### src/hw/afe_ctrl_pkg.sv
package afe_ctrl_pkg;

    // Register offsets
    localparam logic [7:0] ADDR_INPUT_CFG     = 8'h10;
    localparam logic [7:0] ADDR_GAIN_RED      = 8'h12;
    localparam logic [7:0] ADDR_GAIN_GREEN    = 8'h14;
    localparam logic [7:0] ADDR_GAIN_BLUE     = 8'h16;
    localparam logic [7:0] ADDR_RED_OFS_HI    = 8'h18;
    localparam logic [7:0] ADDR_RED_OFS_LO    = 8'h19;
    localparam logic [7:0] ADDR_GREEN_OFS_HI  = 8'h1A;
    localparam logic [7:0] ADDR_GREEN_OFS_LO  = 8'h1B;
    localparam logic [7:0] ADDR_BLUE_OFS_HI   = 8'h1C;
    localparam logic [7:0] ADDR_BLUE_OFS_LO   = 8'h1D;
    localparam logic [7:0] ADDR_CLAMP_START_H = 8'h24;
    localparam logic [7:0] ADDR_CLAMP_START_L = 8'h25;
    localparam logic [7:0] ADDR_CLAMP_WIDTH   = 8'h26;
    localparam logic [7:0] ADDR_BLACK_CFG     = 8'h27;
    localparam logic [7:0] ADDR_SLICER_A      = 8'h30;
    localparam logic [7:0] ADDR_SLICER_B      = 8'h31;
    localparam logic [7:0] ADDR_HPER_H        = 8'h40;
    localparam logic [7:0] ADDR_HPER_L        = 8'h41;
    localparam logic [7:0] ADDR_HPW_H         = 8'h42;
    localparam logic [7:0] ADDR_HPW_L         = 8'h43;
    localparam logic [7:0] ADDR_VPER_H        = 8'h44;
    localparam logic [7:0] ADDR_VPER_L        = 8'h45;
    localparam logic [7:0] ADDR_VPW           = 8'h46;
    localparam logic [7:0] ADDR_VPW_L         = 8'h47;
    localparam logic [7:0] ADDR_MEAS_CFG      = 8'h4F;
    localparam logic [7:0] ADDR_LOOP_CFG      = 8'h60;
    localparam logic [7:0] ADDR_PHASE_GAIN    = 8'h74;
    localparam logic [7:0] ADDR_SYNC_OUT_CFG  = 8'h7A;

    // Field positions
    localparam int BIT_DC_COUPLE     = 3;
    localparam int BIT_EXT_CLAMP_LO  = 6;
    localparam int BIT_EXT_CLAMP_HI  = 7;
    localparam int BIT_BLACK_OFF     = 0;
    localparam int BIT_HALF_RANGE    = 1;
    localparam int BIT_COAST_CLAMP   = 2;
    localparam int BIT_VUNIT_XTAL    = 0;
    localparam int BIT_HS_MASK_OFF   = 4;

    // Reset values
    localparam logic [7:0] RST_INPUT_CFG   = 8'h00;
    localparam logic [7:0] RST_GAIN        = 8'h55;
    localparam logic [7:0] RST_OFS_HI      = 8'h80;
    localparam logic [7:0] RST_OFS_LO      = 8'h00;
    localparam logic [7:0] RST_START_H     = 8'h00;
    localparam logic [7:0] RST_START_L     = 8'h08;
    localparam logic [7:0] RST_WIDTH       = 8'h10;
    localparam logic [7:0] RST_BYTE_ZERO   = 8'h00;
    localparam logic [7:0] RST_PHASE_GAIN  = 8'h49;

    // Timing
    localparam int CLK_PERIOD_PS       = 4000;
    localparam int GAIN_TIMEOUT_MS     = 100;
    localparam int GAIN_TIMEOUT_CYC    =
        GAIN_TIMEOUT_MS * (1000000000 / CLK_PERIOD_PS);
    localparam int VUNIT_XTAL_DIV      = 512;
    localparam int HAVG_COUNT          = 16;

    // Gain and offset words driven to the analog side
    typedef struct packed {
        logic [9:0] red;
        logic [9:0] green;
        logic [9:0] blue;
    } rgb10_t;

    // Sync timing results
    typedef struct packed {
        logic [15:0] h_period;
        logic [15:0] h_width;
        logic [11:0] v_period;
        logic [11:0] v_width;
    } meas_t;

endpackage

### src/hw/afe_ctrl.sv
// The implementer's own choice: the address-and-strobe port.
`timescale 1ns/1ps
module afe_ctrl
    import afe_ctrl_pkg::*;
#(
    parameter int GAIN_TIMEOUT = GAIN_TIMEOUT_CYC,
    parameter int START_W      = 16
) (
    // Clock and reset
    input  wire logic        REF_CLK,
    input  wire logic        RST,
    // Register port
    input  wire logic [7:0]  ADDR,
    input  wire logic [7:0]  WDATA,
    input  wire logic        WR,
    input  wire logic        RD,
    output logic      [7:0]  RDATA,
    // Sync and pixel inputs
    input  wire logic        HSYNC_IN,
    input  wire logic        VSYNC_IN,
    input  wire logic        GREEN_SYNC_IN,
    input  wire logic        PIXEL_TICK,
    input  wire logic        LOOP_COAST,
    input  wire logic        PROTECT_DETECT,
    input  wire logic        PROTECT_MASK,
    input  wire logic        EXT_CLAMP_IN,
    // Analog-side controls
    output logic             CLAMP,
    output logic             DC_COUPLE,
    output logic             HSYNC_OUT,
    output logic             LOOP_SYNC,
    output logic      [3:0]  SLICE_THRESH,
    output logic      [7:0]  SLICE_CFG,
    output logic      [7:0]  PHASE_GAIN,
    output rgb10_t           AMP_GAIN,
    output rgb10_t           OFFSET_CONV,
    output rgb10_t           DIGITAL_OFFSET,
    output logic             OFFSET_HALF,
    output logic             BLACK_COMP_ON
);

    initial begin
        if (START_W < 8 || START_W > 16)
            $error("START_W must be 8 to 16");
        if (GAIN_TIMEOUT < 1)
            $error("GAIN_TIMEOUT must be positive");
    end

    // Register storage
    logic [7:0] input_cfg, black_cfg, meas_cfg, loop_cfg, out_cfg;
    logic [7:0] start_h, start_l, clamp_width, slice_a, slice_b;
    logic [7:0] phase_gain_control;
    logic [7:0] gain_reg [3];
    logic [7:0] ofs_hi   [3];
    logic [7:0] ofs_lo   [3];
    meas_t      meas;

    // Writes from software
    always_ff @(posedge REF_CLK) begin
        if (RST) begin
            input_cfg          <= RST_INPUT_CFG;
            black_cfg          <= RST_BYTE_ZERO;
            meas_cfg           <= RST_BYTE_ZERO;
            loop_cfg           <= RST_BYTE_ZERO;
            out_cfg            <= RST_BYTE_ZERO;
            start_h            <= RST_START_H;
            start_l            <= RST_START_L;
            clamp_width        <= RST_WIDTH;
            slice_a            <= RST_BYTE_ZERO;
            slice_b            <= RST_BYTE_ZERO;
            phase_gain_control <= RST_PHASE_GAIN;
            for (int i = 0; i < 3; i++) begin
                gain_reg[i] <= RST_GAIN;
                ofs_hi[i]   <= RST_OFS_HI;
                ofs_lo[i]   <= RST_OFS_LO;
            end
        end else if (WR) begin
            unique case (ADDR)
                ADDR_INPUT_CFG:     input_cfg          <= WDATA;
                ADDR_BLACK_CFG:     black_cfg          <= WDATA;
                ADDR_MEAS_CFG:      meas_cfg           <= WDATA;
                ADDR_LOOP_CFG:      loop_cfg           <= WDATA;
                ADDR_SYNC_OUT_CFG:  out_cfg            <= WDATA;
                ADDR_CLAMP_START_H: start_h            <= WDATA;
                ADDR_CLAMP_START_L: start_l            <= WDATA;
                ADDR_CLAMP_WIDTH:   clamp_width        <= WDATA;
                ADDR_SLICER_A:      slice_a            <= WDATA;
                ADDR_SLICER_B:      slice_b            <= WDATA;
                ADDR_PHASE_GAIN:    phase_gain_control <= WDATA;
                ADDR_GAIN_RED:      gain_reg[0]        <= WDATA;
                ADDR_GAIN_GREEN:    gain_reg[1]        <= WDATA;
                ADDR_GAIN_BLUE:     gain_reg[2]        <= WDATA;
                ADDR_RED_OFS_HI:    ofs_hi[0]          <= WDATA;
                ADDR_RED_OFS_LO:    ofs_lo[0]          <= WDATA;
                ADDR_GREEN_OFS_HI:  ofs_hi[1]          <= WDATA;
                ADDR_GREEN_OFS_LO:  ofs_lo[1]          <= WDATA;
                ADDR_BLUE_OFS_HI:   ofs_hi[2]          <= WDATA;
                ADDR_BLUE_OFS_LO:   ofs_lo[2]          <= WDATA;
                default: ;
            endcase
        end
    end

    // Read data, one cycle after the strobe; results are read-only
    always_ff @(posedge REF_CLK) begin
        if (RST) begin
            RDATA <= 8'h00;
        end else if (RD) begin
            unique case (ADDR)
                ADDR_INPUT_CFG:     RDATA <= input_cfg;
                ADDR_BLACK_CFG:     RDATA <= black_cfg;
                ADDR_MEAS_CFG:      RDATA <= meas_cfg;
                ADDR_LOOP_CFG:      RDATA <= loop_cfg;
                ADDR_SYNC_OUT_CFG:  RDATA <= out_cfg;
                ADDR_CLAMP_START_H: RDATA <= start_h;
                ADDR_CLAMP_START_L: RDATA <= start_l;
                ADDR_CLAMP_WIDTH:   RDATA <= clamp_width;
                ADDR_SLICER_A:      RDATA <= slice_a;
                ADDR_SLICER_B:      RDATA <= slice_b;
                ADDR_PHASE_GAIN:    RDATA <= phase_gain_control;
                ADDR_GAIN_RED:      RDATA <= gain_reg[0];
                ADDR_GAIN_GREEN:    RDATA <= gain_reg[1];
                ADDR_GAIN_BLUE:     RDATA <= gain_reg[2];
                ADDR_RED_OFS_HI:    RDATA <= ofs_hi[0];
                ADDR_RED_OFS_LO:    RDATA <= ofs_lo[0];
                ADDR_GREEN_OFS_HI:  RDATA <= ofs_hi[1];
                ADDR_GREEN_OFS_LO:  RDATA <= ofs_lo[1];
                ADDR_BLUE_OFS_HI:   RDATA <= ofs_hi[2];
                ADDR_BLUE_OFS_LO:   RDATA <= ofs_lo[2];
                ADDR_HPER_H:        RDATA <= meas.h_period[15:8];
                ADDR_HPER_L:        RDATA <= meas.h_period[7:0];
                ADDR_HPW_H:         RDATA <= meas.h_width[15:8];
                ADDR_HPW_L:         RDATA <= meas.h_width[7:0];
                ADDR_VPER_H:        RDATA <= {4'h0, meas.v_period[11:8]};
                ADDR_VPER_L:        RDATA <= meas.v_period[7:0];
                ADDR_VPW:           RDATA <= {4'h0, meas.v_width[11:8]};
                ADDR_VPW_L:         RDATA <= meas.v_width[7:0];
                default:            RDATA <= 8'h00;
            endcase
        end else begin
            RDATA <= 8'h00;
        end
    end

    // Two-flop synchronisers for pin inputs
    logic [7:0] sync1, sync2;
    always_ff @(posedge REF_CLK) begin
        if (RST) begin
            sync1 <= 8'h00;
            sync2 <= 8'h00;
        end else begin
            sync1 <= {HSYNC_IN, VSYNC_IN, GREEN_SYNC_IN, PIXEL_TICK,
                      LOOP_COAST, PROTECT_DETECT, PROTECT_MASK,
                      EXT_CLAMP_IN};
            sync2 <= sync1;
        end
    end

    logic hs, vs, gs, pix, coast, prot_det, prot_mask, ext_clamp;
    assign {hs, vs, gs, pix, coast, prot_det, prot_mask, ext_clamp} = sync2;

    // Edge detection on synchronised sync
    logic hs_d, vs_d, ext_d;
    always_ff @(posedge REF_CLK) begin
        if (RST) begin
            hs_d  <= 1'b0;
            vs_d  <= 1'b0;
            ext_d <= 1'b0;
        end else begin
            hs_d  <= hs;
            vs_d  <= vs;
            ext_d <= ext_clamp;
        end
    end
    logic hs_rise, hs_fall, vs_rise, vs_fall, ext_rise;
    assign hs_rise  = hs & ~hs_d;
    assign hs_fall  = ~hs & hs_d;
    assign vs_rise  = vs & ~vs_d;
    assign vs_fall  = ~vs & vs_d;
    assign ext_rise = ext_clamp & ~ext_d;

    // Copy-protection mask on green composite sync and sync output
    logic mask_active;
    assign mask_active = prot_det & ~prot_mask;
    always_ff @(posedge REF_CLK) begin
        if (RST) begin
            LOOP_SYNC <= 1'b0;
            HSYNC_OUT <= 1'b0;
        end else begin
            LOOP_SYNC <= gs & (~prot_det | prot_mask);
            HSYNC_OUT <= out_cfg[BIT_HS_MASK_OFF] ? hs
                         : (hs & ~mask_active);
        end
    end

    // Clamp placement counted in pixels from trailing sync edge
    logic [START_W-1:0] start_pos;
    logic [15:0]        start_full;
    logic [START_W-1:0] pix_cnt;
    logic [START_W-1:0] next_pix;
    logic [7:0]         width_cnt;
    logic               counting;
    logic               clamp_on;
    logic               clamp_allow;
    assign start_full  = {start_h, start_l};
    assign start_pos   = start_full[START_W-1:0];
    assign next_pix    = pix_cnt + START_W'(1);
    assign clamp_allow = ~coast | loop_cfg[BIT_COAST_CLAMP];

    always_ff @(posedge REF_CLK) begin
        if (RST) begin
            pix_cnt   <= '0;
            width_cnt <= 8'h00;
            counting  <= 1'b0;
            clamp_on  <= 1'b0;
        end else if (hs_fall) begin
            pix_cnt   <= '0;
            width_cnt <= clamp_width;
            counting  <= (start_pos != '0);
            clamp_on  <= (start_pos == '0) && (clamp_width != 8'h00);
        end else if (pix) begin
            if (counting) begin
                pix_cnt <= next_pix;
                if (next_pix == start_pos) begin
                    counting <= 1'b0;
                    clamp_on <= (clamp_width != 8'h00);
                end
            end else if (clamp_on) begin
                if (width_cnt == 8'h01)
                    clamp_on <= 1'b0;
                width_cnt <= width_cnt - 8'h01;
            end
        end
    end

    // Clamp output only in AC mode, and while coasting only when loop_cfg enables coast clamping
    logic dc_mode;
    assign dc_mode = input_cfg[BIT_DC_COUPLE];
    assign CLAMP     = clamp_on & ~dc_mode & clamp_allow;
    assign DC_COUPLE = dc_mode;

    // Gain transfer: clamp pulse, external clamp, or timeout
    logic        clamp_d;
    logic        gain_pending;
    logic [31:0] gain_timer;
    logic        ext_sel;
    logic        gain_load;
    assign ext_sel = |input_cfg[BIT_EXT_CLAMP_HI:BIT_EXT_CLAMP_LO];
    always_ff @(posedge REF_CLK) begin
        if (RST)
            clamp_d <= 1'b0;
        else
            clamp_d <= CLAMP;
    end
    assign gain_load = ext_sel ? ext_rise : (CLAMP & ~clamp_d);

    logic gain_write;
    assign gain_write = WR && (ADDR == ADDR_GAIN_RED ||
                               ADDR == ADDR_GAIN_GREEN ||
                               ADDR == ADDR_GAIN_BLUE);
    always_ff @(posedge REF_CLK) begin
        if (RST) begin
            gain_pending <= 1'b0;
            gain_timer   <= 32'h0;
            AMP_GAIN     <= {3{2'b00, RST_GAIN}};
        end else begin
            if (gain_load || gain_timer == 32'(GAIN_TIMEOUT - 1)) begin
                AMP_GAIN <= {2'b00, gain_reg[0], 2'b00, gain_reg[1],
                             2'b00, gain_reg[2]};
                gain_timer <= 32'h0;
            end else if (gain_pending) begin
                gain_timer <= gain_timer + 32'h1;
            end
            // A new write in the load cycle stays pending
            gain_pending <= gain_write |
                (gain_pending & ~gain_load &
                 (gain_timer != 32'(GAIN_TIMEOUT - 1)));
        end
    end

    // Offset routing by black level compensation mode
    logic comp_on;
    assign comp_on = ~black_cfg[BIT_BLACK_OFF];
    always_ff @(posedge REF_CLK) begin
        if (RST) begin
            OFFSET_CONV    <= '0;
            DIGITAL_OFFSET <= '0;
        end else begin
            for (int i = 0; i < 3; i++) begin
                if (comp_on) begin
                    DIGITAL_OFFSET[30-10*i-1 -: 10] <=
                        {ofs_hi[i], ofs_lo[i][7:6]};
                end else begin
                    OFFSET_CONV[30-10*i-1 -: 10] <=
                        {ofs_hi[i], ofs_lo[i][7:6]};
                end
            end
        end
    end
    assign OFFSET_HALF   = black_cfg[BIT_HALF_RANGE];
    assign BLACK_COMP_ON = comp_on;
    assign SLICE_THRESH  = slice_a[3:0];
    assign SLICE_CFG     = slice_b;
    assign PHASE_GAIN    = phase_gain_control;

    // Horizontal measurement over sixteen periods and pulses
    logic [15:0] hp_acc, hw_acc;
    logic [3:0]  hp_n, hw_n;
    logic        h_seen;
    always_ff @(posedge REF_CLK) begin
        if (RST) begin
            hp_acc        <= 16'h0;
            hw_acc        <= 16'h0;
            hp_n          <= 4'h0;
            hw_n          <= 4'h0;
            h_seen        <= 1'b0;
            meas.h_period <= 16'h0;
            meas.h_width  <= 16'h0;
        end else begin
            if (hs_rise) begin
                h_seen <= 1'b1;
                if (h_seen) begin
                    hp_n <= hp_n + 4'h1;
                    if (hp_n == 4'(HAVG_COUNT - 1)) begin
                        meas.h_period <= hp_acc + 16'h1;
                        hp_acc        <= 16'h0;
                    end else begin
                        hp_acc <= hp_acc + 16'h1;
                    end
                end
            end else if (h_seen) begin
                hp_acc <= hp_acc + 16'h1;
            end
            if (hs) begin
                hw_acc <= hw_acc + 16'h1;
            end else if (hs_fall) begin
                hw_n <= hw_n + 4'h1;
                if (hw_n == 4'(HAVG_COUNT - 1)) begin
                    meas.h_width <= hw_acc;
                    hw_acc       <= 16'h0;
                end
            end
        end
    end

    // Vertical measurement in lines or 512-clock units
    logic [8:0]  xdiv;
    logic        vunit;
    logic [11:0] vp_acc, vw_acc;
    assign vunit = meas_cfg[BIT_VUNIT_XTAL]
                   ? (xdiv == 9'(VUNIT_XTAL_DIV - 1)) : hs_rise;
    always_ff @(posedge REF_CLK) begin
        if (RST)
            xdiv <= 9'h0;
        else
            xdiv <= xdiv + 9'h1;
    end
    always_ff @(posedge REF_CLK) begin
        if (RST) begin
            vp_acc        <= 12'h0;
            vw_acc        <= 12'h0;
            meas.v_period <= 12'h0;
            meas.v_width  <= 12'h0;
        end else begin
            if (vs_rise) begin
                meas.v_period <= vp_acc;
                vp_acc        <= {11'h000, vunit};  // Edge unit opens frame
                vw_acc        <= {11'h000, vunit};
            end else if (vunit) begin
                vp_acc <= vp_acc + 12'h1;
                if (vs)
                    vw_acc <= vw_acc + 12'h1;
            end
            if (vs_fall)
                meas.v_width <= vw_acc;
        end
    end

endmodule

### config.mk
export PLATFORM = sky130hd
export DESIGN_NAME = afe_ctrl
export DESIGN_NICKNAME = d
export VERILOG_FILES = /design/src/hw/afe_ctrl_pkg.sv /design/src/hw/afe_ctrl.sv
export SDC_FILE = /design/constraint.sdc
export NUM_CORES = 1
export LEC_CHECK = 0
export ABC_AREA = 1
export BUFFER_PORTS_ARGS = -buffer_cell sky130_fd_sc_hd__buf_4
export CAP_MARGIN = 10
export CELL_PAD_IN_SITES_DETAIL_PLACEMENT = 1
export CELL_PAD_IN_SITES_GLOBAL_PLACEMENT = 1
export CORE_ASPECT_RATIO = 0.9
export CORE_MARGIN = 5
export CORE_UTILIZATION = 46
export CTS_BUF_LIST = sky130_fd_sc_hd__clkbuf_2 sky130_fd_sc_hd__clkbuf_4 sky130_fd_sc_hd__clkbuf_8
export DETAILED_ROUTE_END_ITERATION = 10
export GPL_ROUTABILITY_DRIVEN = 0
export GPL_TIMING_DRIVEN = 0
export PLACE_DENSITY_LB_ADDON = 0.1
export SLEW_MARGIN = 20
export SYNTH_ARGS = -nofsm -noshare
export SYNTH_HDL_FRONTEND = slang
export SYNTH_SLANG_ARGS = --single-unit
### constraint.sdc
create_clock -name REF_CLK -period 3.19 [get_ports REF_CLK]
set_input_delay 0.319 -clock REF_CLK [delete_from_list [all_inputs] [get_ports REF_CLK]]
set_output_delay 0.319 -clock REF_CLK [all_outputs]
set_load 0.02 [all_outputs]
After elaboration in Yosys (flattened, before gate mapping)
Memories as Yosys holds them, arrays and structs flattened.
Cells that the tools add are included.

operators by class
  eq/ne operators = 37
  $add $sub $neg = 10
  muxes and demuxes = 77
  bitwise operators = 39
  reduce and logical (&&, ||, !) cells = 40

operators by type and width
  operator                 count
  $pmux W8 S28             1
  $mux W16                 7
  $mux W8                  13
  $eq A8 B7 Y1 const B     12
  $eq A8 B5 Y1 const B     10
  $mux W1                  56
  $add A16 B1 Y16 const B  3
  $eq A8 B6 Y1 const B     6
  $reduce_and A2 Y1        18
  $add A32 B1 Y32 const B  1
  $eq A32 B25 Y1 const B   1
  $ne A32 B25 Y1 const B   1
  $add A12 B1 Y12 const B  2
  $eq A16 B16 Y1           1
  $logic_not A16 Y1        1
  $reduce_bool A16 Y1      1
  $not A1 Y1               14
  $and A1 B1 Y1            13
  $or A1 B1 Y1             12
  $reduce_bool A2 Y1       6
  $reduce_or A2 Y1         5
  $add A9 B1 Y9 const B    1
  $eq A9 B9 Y1 const B     1
  $reduce_and A3 Y1        3
  other kinds (9)          14

storage, ports and cells
  output and inout port bits = 124
  word-level logic and storage cells = 255
  RAM bits = 72
  memories kept = 3
  bits in registers = 391
  bits of input ports = 28

memory list
  memory    words  width  read ports  clocked after Yosys merged registers in  write ports  line            source
  gain_reg  3      8      3           0                                        3            afe_ctrl.sv:53  logic [7:0] gain_reg [3];
  ofs_hi    3      8      3           0                                        3            afe_ctrl.sv:54  logic [7:0] ofs_hi [3];
  ofs_lo    3      8      3           0                                        3            afe_ctrl.sv:55  logic [7:0] ofs_lo [3];

Depth between registers and ports, before layout
  depth in word-level cells = 9
  gate-level depth with buffers = 16

Worst setup path after synthesis
OpenSTA, ideal clock, no wires.

  path kind = reg2reg
  start point = reg xdiv[0]
  end point = reg vw_acc[8]
  arrival = 2218 ps
  clock period less this slack = 2346 ps
  buffers on the path = 0
  required time = 3062 ps
  stages on the path, launching flop included = 17
  setup slack = 844 ps
  path through = dfxtp_1 -> ha_1 -> nand2_1 -> nor3b_1 -> nand2_1 -> nor2_1 -> ha_1 -> nand2_1 -> a21boi_1 -> inv_2 -> nand2_2 -> nor3_2 -> nand2_1 -> nor2_1 -> nand3_1 -> xor2_1 -> nor2_1

between the ends
  word-level cells in the longest chain between the ends = 3

ends and longest elaborated chain
  what                                line             source
  from (decl)                         afe_ctrl.sv:347  logic [8:0] xdiv;
  from (signal assigned)              afe_ctrl.sv:356  xdiv <= xdiv + 9'h1;
  $eq A9 B9 Y1                        afe_ctrl.sv:351  ? (xdiv == 9'(VUNIT_XTAL_DIV - 1)) : hs_rise;
  $mux W1                             afe_ctrl.sv:351
  $reduce_and A2 Y1 (no source line)  -
  to (signal assigned)                afe_ctrl.sv:368  vw_acc <= {11'h000, vunit};
  to (signal assigned)                afe_ctrl.sv:372  vw_acc <= vw_acc + 12'h1;
  to (decl)                           afe_ctrl.sv:349  logic [11:0] vp_acc, vw_acc;

No other way between the ends.
A chain may end at the register's enable or synchronous reset.

Final worst setup path
  start point = reg xdiv[0]
  end point = reg vp_acc[10]

between the ends
  word-level cells in the longest chain between the ends = 2

ends and longest elaborated chain
  what                  line             source
  $eq A9 B9 Y1          afe_ctrl.sv:351
  $mux W1               afe_ctrl.sv:351
  to (signal assigned)  afe_ctrl.sv:367  vp_acc <= {11'h000, vunit};
  to (signal assigned)  afe_ctrl.sv:370  vp_acc <= vp_acc + 12'h1;
  to (decl)             afe_ctrl.sv:349

No other way between the ends.

==> results_tabular.tex <==
\begin{tabular}{lr}
\hline
Metric & Value \\
\hline
\multicolumn{2}{l}{\textbf{Pwr}} \\
\quad Leak pwr & roughly 9.4 nW \\
\quad Maximum vdd ir drop & about 0.00035 V \\
\quad Cell Pwr Density & 537 nW/um\^{}2 \\
\multicolumn{2}{l}{\textbf{Routing}} \\
\quad DRC errors left & 0 \\
\quad Final routed wirelength across all metal layers & 70200 um \\
\quad Iter 0 DRT Violations & 1509 \\
\quad DR vias & between 15000 and 20000 \\
\quad Initial DRT Pass Iterations & 5 \\
\quad Wire length per cell after detailed routing & 20.6 um \\
\quad Average vias per placed instance & 5.58 \\
\quad Remaining antenna violation count & 0 \\
\multicolumn{2}{l}{\textbf{Yosys}} \\
\quad Mapped Avg Cell Area & 7.74 sq um \\
\quad Cell accounting for the most synthesized area & sky130\_fd\_sc\_hd\_\_dfxtp\_1 \\
\quad Post-synth cell types & about 50 \\
\quad Most numerous cell types in the synthesized netlist & sky130\_fd\_sc\_hd\_\_dfxtp\_1, sky130\_fd\_sc\_hd\_\_nand2\_1, sky130\_fd\_sc\_hd\_\_nor2\_1 \\
\quad Seq/Total Area, Yosys & 0.505 \\
\quad Most instantiated flip-flop cell in the synthesis netlist & sky130\_fd\_sc\_hd\_\_dfxtp\_1 \\
\quad Cell with the most instances after synthesis & sky130\_fd\_sc\_hd\_\_dfxtp\_1 \\
\quad Async set or reset register ratio after synthesis & 0 \\
\quad Total of flip-flops plus latches after synthesis & between 400 and 500 \\
\quad Proportion of netlist area held by the largest area contributor & 0.396 \\
\quad Warnings, synthesis & 0 \\
\quad Area contributors post-synth & sky130\_fd\_sc\_hd\_\_dfxtp\_1, sky130\_fd\_sc\_hd\_\_edfxtp\_1, sky130\_fd\_sc\_hd\_\_nand2\_1 \\
\quad Cell area after synthesis & between 15000 and 20000 sq um \\
\quad Gate Count Post-Synth & 2555 \\
\quad Number of flops mapped to enable cells by yosys & 72 \\
\multicolumn{2}{l}{\textbf{Finish}} \\
\quad Share of layout cells above drive strength 1 & 0.126 \\
\quad Register cell area after layout & 9990 sq um \\
\quad Area added between synthesis and finish & 18.1\% \\
\quad Biggest registers after layout & meas: 56 flops, gain\_timer: 32 flops \\
\quad Multi-input gate area & 8200 sq um \\
\quad Non-filler instance count after layout & 3413 \\
\quad Flip-flop count of the largest register after layout & 56 \\
\quad Top reg by flops & meas \\
\quad Nets@finish & 2837 \\
\quad Count of filler cells inserted in the layout & around 5400 \\
\multicolumn{2}{l}{\textbf{Die}} \\
\quad Die X-Extent & around 230 um \\
\quad Floorplan core area & 42800 sq um \\
\quad Initial cell density of the core & 0.462 \\
\quad I/O Pins & between 150 and 200 \\
\quad Height of the chip & between 200 and 250 um \\
\quad Site Rows & 72 \\
\quad DIE AREA & 47300 sq um \\
\multicolumn{2}{l}{\textbf{Timing}} \\
\quad Worst setup skew after layout & 0.0240 ns \\
\quad Count of endpoints failing hold in the final timing report & 0 \\
\quad Crit path setup slack, layout & 0.229 ns \\
\quad \# setup viols final & 0 \\
\quad Final period demand of the worst path & 2.96 ns \\
\quad Accumulated negative setup slack & 0 ns \\
\quad Final-report max-slew violation count & 0 \\
\quad Max\_slew headroom & 0.351 \\
\quad Max frequency & 338 MHz \\
\quad Slew @ Worst Pin & 0.973 ns \\
\quad Worst hold-check slack & 0.0474 ns \\
\quad Final worst-path cycle share & 0.928 \\
\multicolumn{2}{l}{\textbf{Global routing}} \\
\quad Global-route wire length before repair & 107000 um \\
\quad Vias in the first global route & 19100 \\
\quad Largest net degree at the start of global routing & 12 \\
\quad Gr ovfl total & 0 \\
\quad Initial antenna violation count & 1 \\
\quad Total routing resource utilization after global routing & 0.287 \\
\multicolumn{2}{l}{\textbf{Place}} \\
\quad Count of buffers inserted at the top-level ports & $\sim$140 \\
\quad HPWL reported at the end of detailed placement & 52000 um \\
\quad Post-Place Cells & 3258 \\
\quad Post-placement worst setup slack & about 0.036 ns \\
\multicolumn{2}{l}{\textbf{Worst setup path}} \\
\quad Crit-path leading delay family & simple AND/OR/NAND/NOR gates \\
\quad Endpoint required time on the critical path & 3.74 ns \\
\quad Kind of end point of the critical path & flop \\
\quad CP Cell Sequence & ha\_1 > nand2\_1 > nor3b\_2 > nand2\_1 > nor2\_1 > ha\_1 > nand2\_1 > a21boi\_1 > nor2\_2 > nand3\_1 > nor2\_1 > nand2\_1 > nor3\_1 > nand2\_1 > o21ai\_0 > a21oi\_1 \\
\quad Crit Path Max Fanout & 5 \\
\quad Type of element launching the critical path & flop \\
\quad Count of buffer and inverter cells on the critical path & 0 \\
\quad Most frequent CP cell & sky130\_fd\_sc\_hd\_\_nand2\_1 \\
\quad Start of the worst register-to-register path & xdiv[0] \\
\quad Largest incremental delay on the critical path & 0.36 ns \\
\quad Length in cells of the worst reg-to-reg path & 16 \\
\quad Cell type of the slowest stage on the worst timing path & sky130\_fd\_sc\_hd\_\_dfxtp\_1 \\
\quad Endpoint arrival time on the critical path & roughly 3.5 ns \\
\quad Worst setup slack for register-to-register paths & 0.23 ns \\
\quad Critical path class & flop to flop \\
\quad Worst R2R End & vp\_acc[10] \\
\multicolumn{2}{l}{\textbf{Worst hold path}} \\
\quad Class of the tightest hold or removal check & primary input to flop \\
\quad Worst hold endpoint & loop\_cfg[0] \\
\quad Cell depth of the worst min-delay path & 3 \\
\quad Launch instance of the worst min-delay path & WDATA[0] \\
\multicolumn{2}{l}{\textbf{Clock tree}} \\
\quad Maximum clock insertion buffer count & 3 \\
\quad CTS tree & yes \\
\quad Maximum level of the CTS H-tree & 3 \\
\quad Clock network latency to the later pin of the worst-skew pair & between 0.6 and 0.7 ns \\
\quad Post-CTS clock slew at the launch and capture registers of the worst setup and hold paths & about 0.06 ns \\
\quad Clock Sink Count & 463 \\
\quad Clock root buffer master & sky130\_fd\_sc\_hd\_\_clkbuf\_8 \\
\quad Num CTS Buffers & 79 \\
\quad Post-CTS setup-driven buffer insertion count & 0 \\
\multicolumn{2}{l}{\textbf{Flow run}} \\
\quad Number of violations of the max-capacitance limit & 0 \\
\multicolumn{2}{l}{\textbf{Run status}} \\
\quad Run status & complete, no violations \\
\hline
\end{tabular}
kinds of logic (layout without fill, tap and decap cells):
logic type / after synthesis / after routing / synth area share
xor+xnor: 44 / 44 / 0.0202
simple gates: 1001 / 1001 / 0.220
other cells: 1 / 7 / 0.000190
flops: 463 / 463 / 0.505
buf+inv: 418 / 715 / 0.0826
fa+ha+maj: 12 / 12 / 0.00759
compound gates: 616 / 616 / 0.165
how the worst max path moves through the flow:
stage / start / to / slack, ns / cells after the start
after floorplan: xdiv[0] / vw_acc[8] / 0.84 / 16
after global placement: RST / gain_reg[0][17] / -0.16 / 5
after detailed placement: xdiv[0] / vw_acc[8] / 0.04 / 16
after CTS: xdiv[0] / vw_acc[8] / 0.03 / 16
after global routing: xdiv[0] / vp_acc[10] / -0.02 / 16
final: xdiv[0] / vp_acc[10] / 0.23 / 16
worst reg2reg max path, delay by kind of cell (launching register included):
kind	cells	cell delay [ns]
DFF	1	0.36
AOI/OAI and AO/OA	3	0.44
adders and majority gates	2	0.44
and+or+nand+nor	11	1.61
timing repair:
item                                   CTS  global route
setup endpoints to repair                0             6
hold buffers                            13             0
resized for setup                        0             6
endpoints found under the hold margin   17             0
metal layers:
layer	global-route usage	routed length [um]
met5	0	7
met4	0.0903	2030
met3	0.0646	4980
met2	0.472	32300
met1	0.382	30800
per-stage QoR:
step                      power (mW)   util  area (sq um)
after floorplan                 6.65      -         19800
after global placement          6.97  0.504         21600
after detailed placement        7.00  0.504         21600
after CTS                       12.6  0.546         23400
after global routing            13.0  0.546         23400
final                           12.6  0.546         23400
cell usage in the layout (no fill, tap or decap), types with 26 or more instances in the layout:
master / netlist / routed
sky130_fd_sc_hd__dfxtp_1: 391 / 391
sky130_fd_sc_hd__nand2_1: 375 / 375
sky130_fd_sc_hd__nor2_1: 340 / 337
sky130_fd_sc_hd__inv_1: 299 / 299
sky130_fd_sc_hd__o21ai_0: 270 / 262
sky130_fd_sc_hd__a21oi_1: 245 / 245
sky130_fd_sc_hd__buf_4: 12 / 155
sky130_fd_sc_hd__nand3_1: 143 / 143
sky130_fd_sc_hd__clkbuf_8: 0 / 91
sky130_fd_sc_hd__edfxtp_1: 72 / 72
sky130_fd_sc_hd__clkbuf_1: 71 / 71
sky130_fd_sc_hd__nor3_1: 49 / 48
sky130_fd_sc_hd__nand4_1: 34 / 34
sky130_fd_sc_hd__xor2_1: 31 / 31
sky130_fd_sc_hd__o21ai_1: 22 / 30
sky130_fd_sc_hd__clkbuf_4: 0 / 30
sky130_fd_sc_hd__o22ai_1: 26 / 26
final cells by class:
class,instances,share of cell area
sequential,463,0.427
multi-input combinational,1679,0.351
clock buffer,121,0.0632
timing repair buffer,156,0.0515
inverter,312,0.0501
tap,555,0.0297
buffer,106,0.0198
clock inverter,20,0.00733
antenna,1,0.000107
power by group:
group	leakage, nW	internal [mW]	total (mW)	switching, mW
clock network	0.875	3.13	5.65	2.52
logic	4.67	0.213	0.732	0.519
registers	3.86	6.07	6.17	0.106
(Power assumes the default switching activity.)
